$ cat src/pkg/ksm_pkg.sv
// Purpose: shared constants for the keying signal mixer
// Assumes: AXI4-Lite register access, 32-bit data, one word per register
// Notes:   offsets are byte addresses
package ksm_pkg;

  localparam int unsigned ADDR_W = 8;

  // register offsets
  localparam logic [ADDR_W-1:0] MIXER_CONTROL_REG0_OFS = 8'h00;
  localparam logic [ADDR_W-1:0] MIXER_CONTROL_REG1_OFS = 8'h04;
  localparam logic [ADDR_W-1:0] MODULATOR_SOURCE_OFS   = 8'h08;
  localparam logic [ADDR_W-1:0] HIGH_CARRIER_OFS       = 8'h0C;
  localparam logic [ADDR_W-1:0] LOW_CARRIER_OFS        = 8'h10;

  // control register 0 fields
  localparam int unsigned C0_ENABLE_BIT = 7;
  localparam int unsigned C0_STATUS_BIT = 5;
  localparam int unsigned C0_OUTINV_BIT = 4;
  localparam int unsigned C0_SWBIT_BIT  = 0;

  // control register 1 fields
  localparam int unsigned C1_HI_INV_BIT  = 5;
  localparam int unsigned C1_HI_SYNC_BIT = 4;
  localparam int unsigned C1_LO_INV_BIT  = 1;
  localparam int unsigned C1_LO_SYNC_BIT = 0;

  // reset values
  localparam logic [7:0] CONTROL0_RST = 8'h00;
  localparam logic [7:0] CONTROL1_RST = 8'h00;
  localparam logic [4:0] MOD_SEL_RST  = 5'h00;
  localparam logic [3:0] CAR_SEL_RST  = 4'h0;

  // selection codes
  localparam logic [4:0] MOD_SEL_PIN = 5'h00;
  localparam logic [4:0] MOD_SEL_SW  = 5'h01;
  localparam logic [4:0] MOD_SEL_P0  = 5'h02;
  localparam logic [4:0] MOD_SEL_MAX = 5'h13;
  localparam logic [3:0] CAR_SEL_PIN = 4'h0;
  localparam logic [3:0] CAR_SEL_CLK = 4'h1;
  localparam logic [3:0] CAR_SEL_OSC = 4'hB;

  // axi responses
  localparam logic [1:0] RESP_OKAY   = 2'h0;
  localparam logic [1:0] RESP_SLVERR = 2'h2;

  typedef enum logic [1:0] {KSM_CAR_PIN, KSM_CAR_INT} ksm_car_kind_t;

endpackage

$ cat src/pkg/ksm_cfg_if.sv
// Purpose: configuration and pin path between register file and mixer core
// Assumes: single clock domain
// Notes:   ctrl drives settings, core returns the pin level
`timescale 1ns/1ps
`default_nettype none
interface ksm_cfg_if;
  logic       enable;
  logic       sw_bit;
  logic       out_inv;
  logic       hi_inv;
  logic       lo_inv;
  logic       hi_sync;
  logic       lo_sync;
  logic [4:0] mod_sel;
  logic [3:0] hi_sel;
  logic [3:0] lo_sel;
  logic       pin_out;

  modport ctrl (output enable, sw_bit, out_inv, hi_inv, lo_inv, hi_sync, lo_sync,
                output mod_sel, hi_sel, lo_sel, input pin_out);
  modport core (input enable, sw_bit, out_inv, hi_inv, lo_inv, hi_sync, lo_sync,
                input mod_sel, hi_sel, lo_sel, output pin_out);
endinterface
`default_nettype wire

$ cat src/verilog/ksm_mixer.sv
// Purpose: source selection, carrier sync and output mixing
// Assumes: carriers and modulator sampled by aclk only for edge tracking
// Notes:   the data path to the pin is combinational
`timescale 1ns/1ps
`default_nettype none
module ksm_mixer #(
  parameter int unsigned MOD_PERIPH_N = 18,
  parameter int unsigned CAR_SRC_N    = 15
) (
  // clock and reset
  input  wire logic                    aclk,
  input  wire logic                    aresetn,
  // configuration and pin
  ksm_cfg_if.core                      cfg,
  // signal sources
  input  wire logic                    modulator_pin_in,
  input  wire logic [MOD_PERIPH_N-1:0] mod_periph_in,
  input  wire logic                    high_carrier_pin_in,
  input  wire logic                    low_carrier_pin_in,
  input  wire logic [CAR_SRC_N-1:0]    carrier_src_in
);
  import ksm_pkg::*;

  function automatic logic car_pick(input logic [3:0] sel, input logic pin,
                                    input logic [CAR_SRC_N-1:0] src);
    logic [3:0] idx;
    idx = sel - CAR_SEL_CLK;
    car_pick = (sel == CAR_SEL_PIN) ? pin : src[idx];
  endfunction

  logic high_carrier_signal;
  logic low_carrier_signal;
  logic mod_raw;
  logic modulator_signal;
  logic sel_high_r;
  logic high_carrier_signal_d_r;
  logic low_carrier_signal_d_r;
  logic hold;
  logic fall_cur;
  logic mix;
  logic [4:0] midx;

  // disabled: carriers to ground, modulator to the software bit
  assign high_carrier_signal = cfg.enable &
    (car_pick(cfg.hi_sel, high_carrier_pin_in, carrier_src_in) ^ cfg.hi_inv);
  assign low_carrier_signal = cfg.enable &
    (car_pick(cfg.lo_sel, low_carrier_pin_in, carrier_src_in) ^ cfg.lo_inv);

  assign midx = cfg.mod_sel - MOD_SEL_P0;
  always_comb begin
    if (!cfg.enable) begin
      mod_raw = cfg.sw_bit;
    end else if (cfg.mod_sel == MOD_SEL_PIN) begin
      mod_raw = modulator_pin_in;
    end else if (cfg.mod_sel == MOD_SEL_SW) begin
      mod_raw = cfg.sw_bit;
    end else if (cfg.mod_sel <= MOD_SEL_MAX) begin
      mod_raw = mod_periph_in[midx];
    end else begin
      mod_raw = 1'b0;
    end
  end

  // a pending switch waits for the carrier in use to fall
  assign fall_cur = sel_high_r ? (high_carrier_signal_d_r & ~high_carrier_signal)
                               : (low_carrier_signal_d_r & ~low_carrier_signal);
  assign hold = (mod_raw != sel_high_r) &&
                (sel_high_r ? cfg.hi_sync : cfg.lo_sync) && !fall_cur;
  assign modulator_signal = hold ? sel_high_r : mod_raw;

  always_ff @(posedge aclk) begin
    if (!aresetn) begin
      sel_high_r <= 1'b0;
    end else begin
      sel_high_r <= modulator_signal;
    end
  end

  always_ff @(posedge aclk) begin
    if (!aresetn) begin
      high_carrier_signal_d_r <= 1'b0;
      low_carrier_signal_d_r <= 1'b0;
    end else begin
      high_carrier_signal_d_r <= high_carrier_signal;
      low_carrier_signal_d_r <= low_carrier_signal;
    end
  end

  // not registered so the output rate is not bounded by aclk
  assign mix = (modulator_signal & high_carrier_signal) |
               (~modulator_signal & low_carrier_signal);
  assign cfg.pin_out = (cfg.enable & mix) ^ cfg.out_inv;
endmodule
`default_nettype wire

$ cat src/verilog/ksm_top.sv
// Purpose: keying signal mixer with AXI4-Lite register access
// Assumes: aclk 200 MHz, all source inputs synchronous to aclk
// Notes:   modulated_output_pin is combinational from the sources
//
// Decided for this implementation: the AXI4-Lite slave port and the register offsets.
`timescale 1ns/1ps
`default_nettype none
module ksm_top #(
  parameter int unsigned MOD_PERIPH_N = 18,
  parameter int unsigned CAR_SRC_N    = 15
) (
  // clock and reset
  input  wire logic                         aclk,
  input  wire logic                         aresetn,
  // axi4-lite write address and data
  input  wire logic                         s_axi_awvalid,
  output logic                              s_axi_awready,
  input  wire logic [ksm_pkg::ADDR_W-1:0]   s_axi_awaddr,
  input  wire logic [2:0]                   s_axi_awprot,
  input  wire logic                         s_axi_wvalid,
  output logic                              s_axi_wready,
  input  wire logic [31:0]                  s_axi_wdata,
  input  wire logic [3:0]                   s_axi_wstrb,
  // axi4-lite write response
  output logic                              s_axi_bvalid,
  input  wire logic                         s_axi_bready,
  output logic [1:0]                        s_axi_bresp,
  // axi4-lite read
  input  wire logic                         s_axi_arvalid,
  output logic                              s_axi_arready,
  input  wire logic [ksm_pkg::ADDR_W-1:0]   s_axi_araddr,
  input  wire logic [2:0]                   s_axi_arprot,
  output logic                              s_axi_rvalid,
  input  wire logic                         s_axi_rready,
  output logic [31:0]                       s_axi_rdata,
  output logic [1:0]                        s_axi_rresp,
  // signal sources
  input  wire logic                         modulator_pin_in,
  input  wire logic [MOD_PERIPH_N-1:0]      mod_periph_in,
  input  wire logic                         high_carrier_pin_in,
  input  wire logic                         low_carrier_pin_in,
  input  wire logic [CAR_SRC_N-1:0]         carrier_src_in,
  // modulated output
  output logic                              modulated_output_pin
);
  import ksm_pkg::*;

  function automatic logic addr_ok(input logic [ADDR_W-1:0] a);
    addr_ok = (a == MIXER_CONTROL_REG0_OFS) || (a == MIXER_CONTROL_REG1_OFS) ||
              (a == MODULATOR_SOURCE_OFS) || (a == HIGH_CARRIER_OFS) ||
              (a == LOW_CARRIER_OFS);
  endfunction

  ksm_cfg_if cfg ();

  logic [7:0]        control0_r;
  logic [7:0]        control1_r;
  logic [4:0]        mod_sel_r;
  logic [3:0]        hi_sel_r;
  logic [3:0]        lo_sel_r;
  logic              status_r;
  logic              aw_got_r;
  logic              w_got_r;
  logic [ADDR_W-1:0] waddr_r;
  logic [7:0]        wbyte_r;
  logic              wstrb0_r;
  logic              do_write;
  logic [31:0]       rd_nxt;

  // settings stay in their registers while disabled
  assign cfg.enable  = control0_r[C0_ENABLE_BIT];
  assign cfg.sw_bit  = control0_r[C0_SWBIT_BIT];
  assign cfg.out_inv = control0_r[C0_OUTINV_BIT];
  assign cfg.hi_inv  = control1_r[C1_HI_INV_BIT];
  assign cfg.lo_inv  = control1_r[C1_LO_INV_BIT];
  assign cfg.hi_sync = control1_r[C1_HI_SYNC_BIT];
  assign cfg.lo_sync = control1_r[C1_LO_SYNC_BIT];
  assign cfg.mod_sel = mod_sel_r;
  assign cfg.hi_sel  = hi_sel_r;
  assign cfg.lo_sel  = lo_sel_r;

  ksm_mixer #(
    .MOD_PERIPH_N (MOD_PERIPH_N),
    .CAR_SRC_N    (CAR_SRC_N)
  ) u_mixer (
    .aclk                (aclk),
    .aresetn             (aresetn),
    .cfg                 (cfg.core),
    .modulator_pin_in    (modulator_pin_in),
    .mod_periph_in       (mod_periph_in),
    .high_carrier_pin_in (high_carrier_pin_in),
    .low_carrier_pin_in  (low_carrier_pin_in),
    .carrier_src_in      (carrier_src_in)
  );

  // left unregistered on purpose: a flop would cap the carrier rate
  assign modulated_output_pin = cfg.pin_out;

  // write address and data, taken in either order
  always_ff @(posedge aclk) begin
    if (!aresetn) begin
      aw_got_r      <= 1'b0;
      s_axi_awready <= 1'b1;
      waddr_r       <= '0;
    end else if (s_axi_awvalid && s_axi_awready) begin
      aw_got_r      <= 1'b1;
      s_axi_awready <= 1'b0;
      waddr_r       <= s_axi_awaddr;
    end else if (do_write) begin
      aw_got_r      <= 1'b0;
    end else if (s_axi_bvalid && s_axi_bready) begin
      s_axi_awready <= 1'b1;
    end
  end

  always_ff @(posedge aclk) begin
    if (!aresetn) begin
      w_got_r      <= 1'b0;
      s_axi_wready <= 1'b1;
      wbyte_r      <= 8'h00;
      wstrb0_r     <= 1'b0;
    end else if (s_axi_wvalid && s_axi_wready) begin
      w_got_r      <= 1'b1;
      s_axi_wready <= 1'b0;
      wbyte_r      <= s_axi_wdata[7:0];
      wstrb0_r     <= s_axi_wstrb[0];
    end else if (do_write) begin
      w_got_r      <= 1'b0;
    end else if (s_axi_bvalid && s_axi_bready) begin
      s_axi_wready <= 1'b1;
    end
  end

  assign do_write = aw_got_r && w_got_r && !s_axi_bvalid;

  always_ff @(posedge aclk) begin
    if (!aresetn) begin
      s_axi_bvalid <= 1'b0;
      s_axi_bresp  <= RESP_OKAY;
    end else if (do_write) begin
      s_axi_bvalid <= 1'b1;
      s_axi_bresp  <= addr_ok(waddr_r) ? RESP_OKAY : RESP_SLVERR;
    end else if (s_axi_bready) begin
      s_axi_bvalid <= 1'b0;
    end
  end

  // register writes; only byte lane 0 carries data
  always_ff @(posedge aclk) begin
    if (!aresetn) begin
      control0_r <= CONTROL0_RST;
      control1_r <= CONTROL1_RST;
      mod_sel_r  <= MOD_SEL_RST;
      hi_sel_r   <= CAR_SEL_RST;
      lo_sel_r   <= CAR_SEL_RST;
    end else if (do_write && wstrb0_r) begin
      unique case (waddr_r)
        MIXER_CONTROL_REG0_OFS: begin
          control0_r[C0_ENABLE_BIT] <= wbyte_r[C0_ENABLE_BIT];
          control0_r[C0_OUTINV_BIT] <= wbyte_r[C0_OUTINV_BIT];
          control0_r[C0_SWBIT_BIT]  <= wbyte_r[C0_SWBIT_BIT];
        end
        MIXER_CONTROL_REG1_OFS: begin
          control1_r[C1_HI_INV_BIT]  <= wbyte_r[C1_HI_INV_BIT];
          control1_r[C1_HI_SYNC_BIT] <= wbyte_r[C1_HI_SYNC_BIT];
          control1_r[C1_LO_INV_BIT]  <= wbyte_r[C1_LO_INV_BIT];
          control1_r[C1_LO_SYNC_BIT] <= wbyte_r[C1_LO_SYNC_BIT];
        end
        MODULATOR_SOURCE_OFS: mod_sel_r <= wbyte_r[4:0];
        HIGH_CARRIER_OFS:     hi_sel_r  <= wbyte_r[3:0];
        LOW_CARRIER_OFS:      lo_sel_r  <= wbyte_r[3:0];
        default: ;
      endcase
    end
  end

  // output bit snapshot; may miss fast carrier activity
  always_ff @(posedge aclk) begin
    if (!aresetn) begin
      status_r <= 1'b0;
    end else begin
      status_r <= cfg.pin_out;
    end
  end

  always_comb begin
    rd_nxt = 32'h0000_0000;
    unique case (s_axi_araddr)
      MIXER_CONTROL_REG0_OFS: begin
        rd_nxt[C0_ENABLE_BIT] = control0_r[C0_ENABLE_BIT];
        rd_nxt[C0_STATUS_BIT] = status_r;
        rd_nxt[C0_OUTINV_BIT] = control0_r[C0_OUTINV_BIT];
        rd_nxt[C0_SWBIT_BIT]  = control0_r[C0_SWBIT_BIT];
      end
      MIXER_CONTROL_REG1_OFS: rd_nxt[7:0] = control1_r;
      MODULATOR_SOURCE_OFS:   rd_nxt[4:0] = mod_sel_r;
      HIGH_CARRIER_OFS:       rd_nxt[3:0] = hi_sel_r;
      LOW_CARRIER_OFS:        rd_nxt[3:0] = lo_sel_r;
      default: ;
    endcase
  end

  always_ff @(posedge aclk) begin
    if (!aresetn) begin
      s_axi_arready <= 1'b1;
      s_axi_rvalid  <= 1'b0;
      s_axi_rdata   <= 32'h0000_0000;
      s_axi_rresp   <= RESP_OKAY;
    end else if (s_axi_arvalid && s_axi_arready) begin
      s_axi_arready <= 1'b0;
      s_axi_rvalid  <= 1'b1;
      s_axi_rdata   <= rd_nxt;
      s_axi_rresp   <= addr_ok(s_axi_araddr) ? RESP_OKAY : RESP_SLVERR;
    end else if (s_axi_rvalid && s_axi_rready) begin
      s_axi_arready <= 1'b1;
      s_axi_rvalid  <= 1'b0;
    end
  end
endmodule
`default_nettype wire

$ cat config.mk
export PLATFORM = sky130hd
export DESIGN_NAME = ksm_top
export DESIGN_NICKNAME = d
export VERILOG_FILES = /design/src/pkg/ksm_pkg.sv /design/src/pkg/ksm_cfg_if.sv /design/src/verilog/ksm_mixer.sv /design/src/verilog/ksm_top.sv
export SDC_FILE = /design/constraint.sdc
export NUM_CORES = 1
export LEC_CHECK = 0
export ABC_AREA = 1
export BUFFER_PORTS_ARGS = -buffer_cell sky130_fd_sc_hd__buf_2
export CORE_UTILIZATION = 44
export DETAILED_ROUTE_END_ITERATION = 16
export GPL_ROUTABILITY_DRIVEN = 0
export PLACE_DENSITY = 0.81
export SYNTH_ARGS = -nofsm -noshare
export SYNTH_HDL_FRONTEND = slang
export SYNTH_SLANG_ARGS = --single-unit
$ cat constraint.sdc
create_clock -name aclk -period 2.55 [get_ports aclk]
set_clock_uncertainty 0.1 [all_clocks]
set_input_delay 0.51 -clock aclk [delete_from_list [all_inputs] [get_ports aclk]]
set_output_delay 0.51 -clock aclk [all_outputs]
set_load 0.02 [all_outputs]
======== After elaboration in Yosys (flattened, before gate mapping) ========
Cells that the tools add are included.
storage, ports and cells
  register bits ........................... 59
  input bits .............................. 101
  output and inout bits ................... 42
operators by class
  add/subtract/negate cells ............... 3
  order comparisons ....................... 4
  equality and inequality tests ........... 12
  muxes and demuxes ....................... 35
  bitwise logic cells ..................... 14
  reduce and logical (&&, ||, !) cells .... 38
operator list
  kind                                                         number
  equality test 8 x 4 -> 1 bit (second input constant)         4
  two-way mux 1 bit                                            26
  equality test 8 x 3 -> 1 bit (second input constant)         2
  equality test 8 x 5 -> 1 bit (second input constant)         2
  zero test 8 bit                                              2
  AND reduction 2 bit                                          7
  one-hot mux 3 bit (4 select lines)                           1
  nonzero test 2 bit                                           6
  logical AND 1 bit                                            10
  less-than comparator 4 x 5 -> 1 bit (second input constant)  2
  binary-select mux 1 bit (select 4 bit)                       2
  zero test 4 bit                                              2
  logical OR 1 bit                                             8
  subtractor 4 x 1 -> 4 bit (second input constant)            2
  AND 1 bit                                                    7
  less-than comparator 5 x 6 -> 1 bit (second input constant)  1
  binary-select mux 1 bit (select 5 bit)                       1
  equality test 5 x 1 -> 1 bit (second input constant)         1
  <= comparator 5 bit (second input constant)                  1
  zero test 5 bit                                              1
  one-hot mux 1 bit (5 select lines)                           1
  subtractor 5 x 2 -> 5 bit (second input constant)            1
  two-way mux 2 bit                                            2
  inequality test 2 x 1 -> 1 bit (second input constant)       2
  7 further kinds                                              12

======== Logic depth before layout (Yosys ltp) ========
  depth after elaboration ................. 17
  gate-level depth with buffers ........... 22
  gate-level depth less buffers ........... 20

======== Cells and area by module ========
A second synthesis with hierarchy kept.
unflattened totals
  cells, all modules ...................... 532
  area, all modules ....................... 3582.2 um2
by module, submodules not included
  module     times used  cells each  area an instance (um2)
  ksm_top    1           327         2521.2
  ksm_mixer  1           205         1061.0

======== Least setup slack after synthesis ========
No wires, ideal clock.
  path kind ............................... reg-to-output
  start point ............................. register lo_sel_r[0], in the netlist cfg.lo_sel[0]
  end point ............................... output port modulated_output_pin
  data arrival time ....................... 2027 ps
  required time ........................... 1940 ps
  path slack .............................. -87 ps
  stages on the path, launching flop included .. 20
  buffers on the path ..................... 2
  path through ............................ dfxtp_1 -> buf_6 -> inv_2 -> buf_6 -> ha_1 -> inv_1 -> nand3_1 -> nand3_1 -> nand3_1 -> nand3_2 -> nand2_1 -> nand2_1 -> nand3_2 -> nand2_2 -> nand2_2 -> nand2_2 -> nand3_2 -> nand3_1 -> nand2_2 -> inv_1
between the ends
  cells in the longest elaborated chain, start to end .. 17
  elaborated cells on any way between the ends .. 19
  those cells by class .................... add/sub (1); mux (5); bitwise (10); reduce/logical (3)
ends and longest elaborated chain
  element                                  line             source
  start, declared                          ksm_top.sv:60    logic [3:0] lo_sel_r;
  start signal, assigned                   ksm_top.sv:171   LOW_CARRIER_OFS: lo_sel_r <= wbyte_r[3:0];
  subtractor 4 x 1 -> 4 bit                ksm_mixer.sv:27  idx = sel - CAR_SEL_CLK;
  binary-select mux 1 bit (select 4 bit)   ksm_mixer.sv:28  car_pick = (sel == CAR_SEL_PIN) ? pin : src[idx];
  two-way mux 1 bit (not written as such)  ksm_mixer.sv:28
  two-way mux 1 bit (*)                    ksm_mixer.sv:28
  bitwise XOR 1 bit (*)                    ksm_mixer.sv:47  (car_pick(cfg.lo_sel, low_carrier_pin_in, carrier_src_in) ^ cfg.lo_inv);
  AND 1 bit (*)                            ksm_mixer.sv:46  assign low_carrier_signal = cfg.enable &
  inverter 1 bit                           ksm_mixer.sv:66  : (low_carrier_signal_d_r & ~low_carrier_signal);
  AND 1 bit                                ksm_mixer.sv:66
  two-way mux 1 bit                        ksm_mixer.sv:65  assign fall_cur = sel_high_r ? (high_carrier_signal_d_r & ~high_carrier_signal)
  zero test 1 bit                          ksm_mixer.sv:68  (sel_high_r ? cfg.hi_sync : cfg.lo_sync) && !fall_cur;
  logical AND 1 bit                        ksm_mixer.sv:68
  two-way mux 1 bit                        ksm_mixer.sv:69  assign modulator_signal = hold ? sel_high_r : mod_raw;
  inverter 1 bit                           ksm_mixer.sv:91  (~modulator_signal & low_carrier_signal);
  AND 1 bit                                ksm_mixer.sv:91
  OR 1 bit (*)                             ksm_mixer.sv:90  assign mix = (modulator_signal & high_carrier_signal) |
  AND 1 bit (*)                            ksm_mixer.sv:92  assign cfg.pin_out = (cfg.enable & mix) ^ cfg.out_inv;
  bitwise XOR 1 bit (*)                    ksm_mixer.sv:92
  end, declared                            ksm_top.sv:44    output logic modulated_output_pin
Every way passes the cells marked *; elsewhere a longest branch is shown, timed or not. The select of a mux whose other input is x is not followed.

======== Worst setup path after layout ========
Same ends and word-level chain as after synthesis.

==> impl_metrics.env <==
export IMPL_run_status="finished, violations left"
export IMPL_failed_checks="setup timing"
export IMPL_async_reset_ff_share_pct=0
export IMPL_clock_sinks=56
export IMPL_p_clk_share_pct=31.5
export IMPL_track_usage_pct=20.8
export IMPL_reg2regPathDepth=19
export IMPL_drive_gt1_share_pct=29.7
export IMPL_h_tree_depth=2
export IMPL_worstPathArrival_ns=2.23
export IMPL_placed_area_mm2=0.00382
export IMPL_worstHoldEndpoint="wstrb0_r"
export IMPL_fin_area_mm2=0.00410
export IMPL_viasPerCell=4.97
export IMPL_required_ns=1.94
export IMPL_dr_pass1_iters=4
export IMPL_combPwrFrac_pct=16.4
export IMPL_cts_path_max_buffers=2
export IMPL_fp_dieW_um=89.4
export IMPL_hold_viol=0
export IMPL_power_internal_w=0.00131
export IMPL_finalSetupViolCount=1
export IMPL_io_pins=143
export IMPL_drt_total_wl_mm=8.05
export IMPL_power_switching_w=0.000501
export IMPL_clockRootBuffer="clkbuf_8"
export IMPL_fin_setup_tns_ns=-0.295
export IMPL_grt_start_max_net_pins=39
export IMPL_port_buffers=81
export IMPL_antenna_found_initial=0
export IMPL_die_y_um=89.4
export IMPL_cp_end_kind="output port"
export IMPL_r2r_setup_slack_ns=0.44
export IMPL_seqPwrFrac_pct=52.1
export IMPL_crit_type="reg -> out"
export IMPL_slew_headroom_pct=62.0
export IMPL_antenna_left=0
export IMPL_drc=0
export IMPL_drtIter0Drc=191
export IMPL_worst_setup_path_start_kind="flop"
export IMPL_num_rows=31
export IMPL_hpwlAfterDp_mm=6.10
export IMPL_grt_setup_unrepaired="yes"
export IMPL_maxCapViolCount=0
export IMPL_die_area_mm2=0.00799
export IMPL_grt_pass1_wl_mm=13.1
export IMPL_synth_area_per_cell_um2=6.78
export IMPL_cts_buffers=5
export IMPL_power_density_mw_per_mm2=442
export IMPL_vdd_ir_drop_worst_v=0.000477
export IMPL_synthFlopType="dfxtp_1"
export IMPL_p_leak_nw=1.97
export IMPL_nFillCells=698
export IMPL_clock_fmax_mhz=352
export IMPL_final_nets=695
export IMPL_ctsHoldBuffers=0
export IMPL_min_path_cells=3
export IMPL_start_util_pct=45.8
export IMPL_swShare_pct=27.7
export IMPL_diodes=0
export IMPL_hp_start="s_axi_wstrb[0]"
export IMPL_min_period_ns=2.84
export IMPL_r2r_end="status_r"
export IMPL_ys_ff_latch=56
export IMPL_synth_cell_types=31
export IMPL_synth_edf_count=0
export IMPL_pre_cts_ws_ns=-0.0502
export IMPL_wl_per_cell_um=11.7
export IMPL_syn_inst=496
export IMPL_crit_fanout=5
export IMPL_min_path_type="in -> reg"
export IMPL_ys_seq_area_share_pct=33.4
export IMPL_setup_slack_ns=-0.295
export IMPL_final_util_pct=55.9
export IMPL_synth_top_cell_area_share_pct=33.4
export IMPL_worst_hold_slack_ns=0.351
export IMPL_area_growth_pct=22.0
export IMPL_vias=3422
export IMPL_r2r_start="cfg.lo_sel[0]"
export IMPL_grt_pass1_vias=3082
export IMPL_tightest_slew_ns=0.565
export IMPL_path_clk_slew_ns=0.09
export IMPL_cts_tree="yes"
export IMPL_yosysTopAreaCell="dfxtp_1"
export IMPL_overflow=0
export IMPL_fin_crit_sh_pct=112
export IMPL_ys_warn_count=0
export IMPL_slew_violations=0
export IMPL_synth_area_leaders="dfxtp_1 33%, nand2_1 13%, nand3_1 6.6%"
export IMPL_netlist_area_mm2=0.00336
export IMPL_insertion_delay_ns=0.31
export IMPL_coreArea_mm2=0.00733
## registers in the layout, summed over array words and instances, names as in the netlist
| name | cells |
|---|---|
| waddr_r | 8 |
| s_axi_rdata | 7 |
| wbyte_r | 7 |
| cfg.mod_sel | 5 |
| cfg.hi_sel | 4 |
| cfg.lo_sel | 4 |
| control1_r | 4 |
| control0_r | 3 |
| aw_got_r | 1 |
| s_axi_arready | 1 |
| s_axi_awready | 1 |
| s_axi_bresp | 1 |
| s_axi_bvalid | 1 |
| s_axi_rresp | 1 |
| s_axi_rvalid | 1 |
| s_axi_wready | 1 |
| status_r | 1 |
| u_mixer.high_carrier_signal_d_r | 1 |
| u_mixer.low_carrier_signal_d_r | 1 |
| u_mixer.sel_high_r | 1 |
| w_got_r | 1 |
| wstrb0_r | 1 |
## synth_stat cells (all sizes together), types with 6 or more instances
library cell / n
a211oi: 9
a21oi: 37
buf: 32
clkbuf: 8
dfxtp: 56
inv: 65
nand2: 119
nand3: 54
nor2: 43
nor4: 6
o21ai: 37
## cell type report
cell class	instances	area, um2	area share, %
clock buffer	6	72.6	1.77
multi-input combinational	359	1920	46.9
tap	99	124	3.02
sequential	56	1130	27.5
inverter	67	256	6.26
clock inverter	2	35.0	0.855
timing repair buffer	100	558	13.6
## through the flow
| step | instances | total power [W] |
|---|---|---|
| 2_1_floorplan | 522 | 0.00118 |
| 3_3_place_gp | 675 | 0.00124 |
| 3_5_place_dp | 675 | 0.00125 |
| 4_1_cts | 686 | 0.00182 |
| 5_1_grt | 689 | 0.00190 |
| 6_report | 689 | 0.00181 |
## repair_timing
action	CTS	global route
gates resized for setup	17	18
setup endpoints to repair	1	1
setup buffers	3	3
pin swaps	12	9
hold endpoints to repair	0	0
## worst max path at each step
stage / cells past startpoint / slack [ns] / from / to
2_1_floorplan: 18 / 0.09 / cfg.hi_sel[0] / modulated_output_pin
3_3_place_gp: 17 / 0.03 / cfg.mod_sel[2] / modulated_output_pin
3_5_place_dp: 17 / -0.05 / cfg.mod_sel[2] / modulated_output_pin
4_1_cts: 18 / -0.30 / cfg.lo_sel[1] / modulated_output_pin
5_1_grt: 19 / -0.46 / cfg.lo_sel[0] / modulated_output_pin
6_report: 19 / -0.29 / cfg.lo_sel[0] / modulated_output_pin
## metal layers
metal,track usage (%),routed length (um)
met5,0,0
met3,3.97,498
met1,24.4,3380
met4,6.93,136
met2,38.0,4030
## power groups by stage
stage	Combinational [W]	Clock, W	Sequential, W
2_1_floorplan	0.000204	0	0.000977
3_3_place_gp	0.000281	0	0.000961
3_5_place_dp	0.000290	0	0.000963
4_1_cts	0.000294	0.000581	0.000943
5_1_grt	0.000336	0.000618	0.000948
6_report	0.000296	0.000571	0.000943
## cells by family after synthesis
family / count (synthesis) / synth area share [%]
XOR/XNOR: 1 / 0.261
buffers and inverters: 107 / 16.2
flip-flops: 56 / 33.4
adder cells (fa/ha/maj): 5 / 1.86
AND/OR/NAND/NOR: 232 / 32.4
other: 1 / 0.112
AO/OA/AOI/OAI: 94 / 15.8
## cell usage in the layout (no fill, tap or decap), drive strengths merged, types with 2 or more instances in the layout
cell type  instances
nand2            119
buf              100
inv               65
dfxtp             56
nand3             54
nor2              43
o21ai             37
a21oi             37
conb              27
a211oi             9
clkbuf             6
nor4               6
nand4              5
ha                 5
nor3               4
o22ai              4
clkinv             3
a221oi             2
o221ai             2
o21a               2
## critical path, stage by stage (launching register included)
cell	delay [ns]
dfxtp_2	0.34
inv_2	0.05
ha_4	0.27
inv_4	0.08
nand3_1	0.07
nand3_1	0.09
nand3_2	0.07
nand3_2	0.09
nand2_1	0.05
nand2_1	0.06
nand3_2	0.10
nand2_2	0.09
nand2_2	0.07
nand2_2	0.08
nand3_2	0.07
nand2_1	0.06
nand2_1	0.05
nand2_2	0.08
inv_2	0.04
buf_6	0.12
Note: power is estimated with default switching activity, not from simulation.
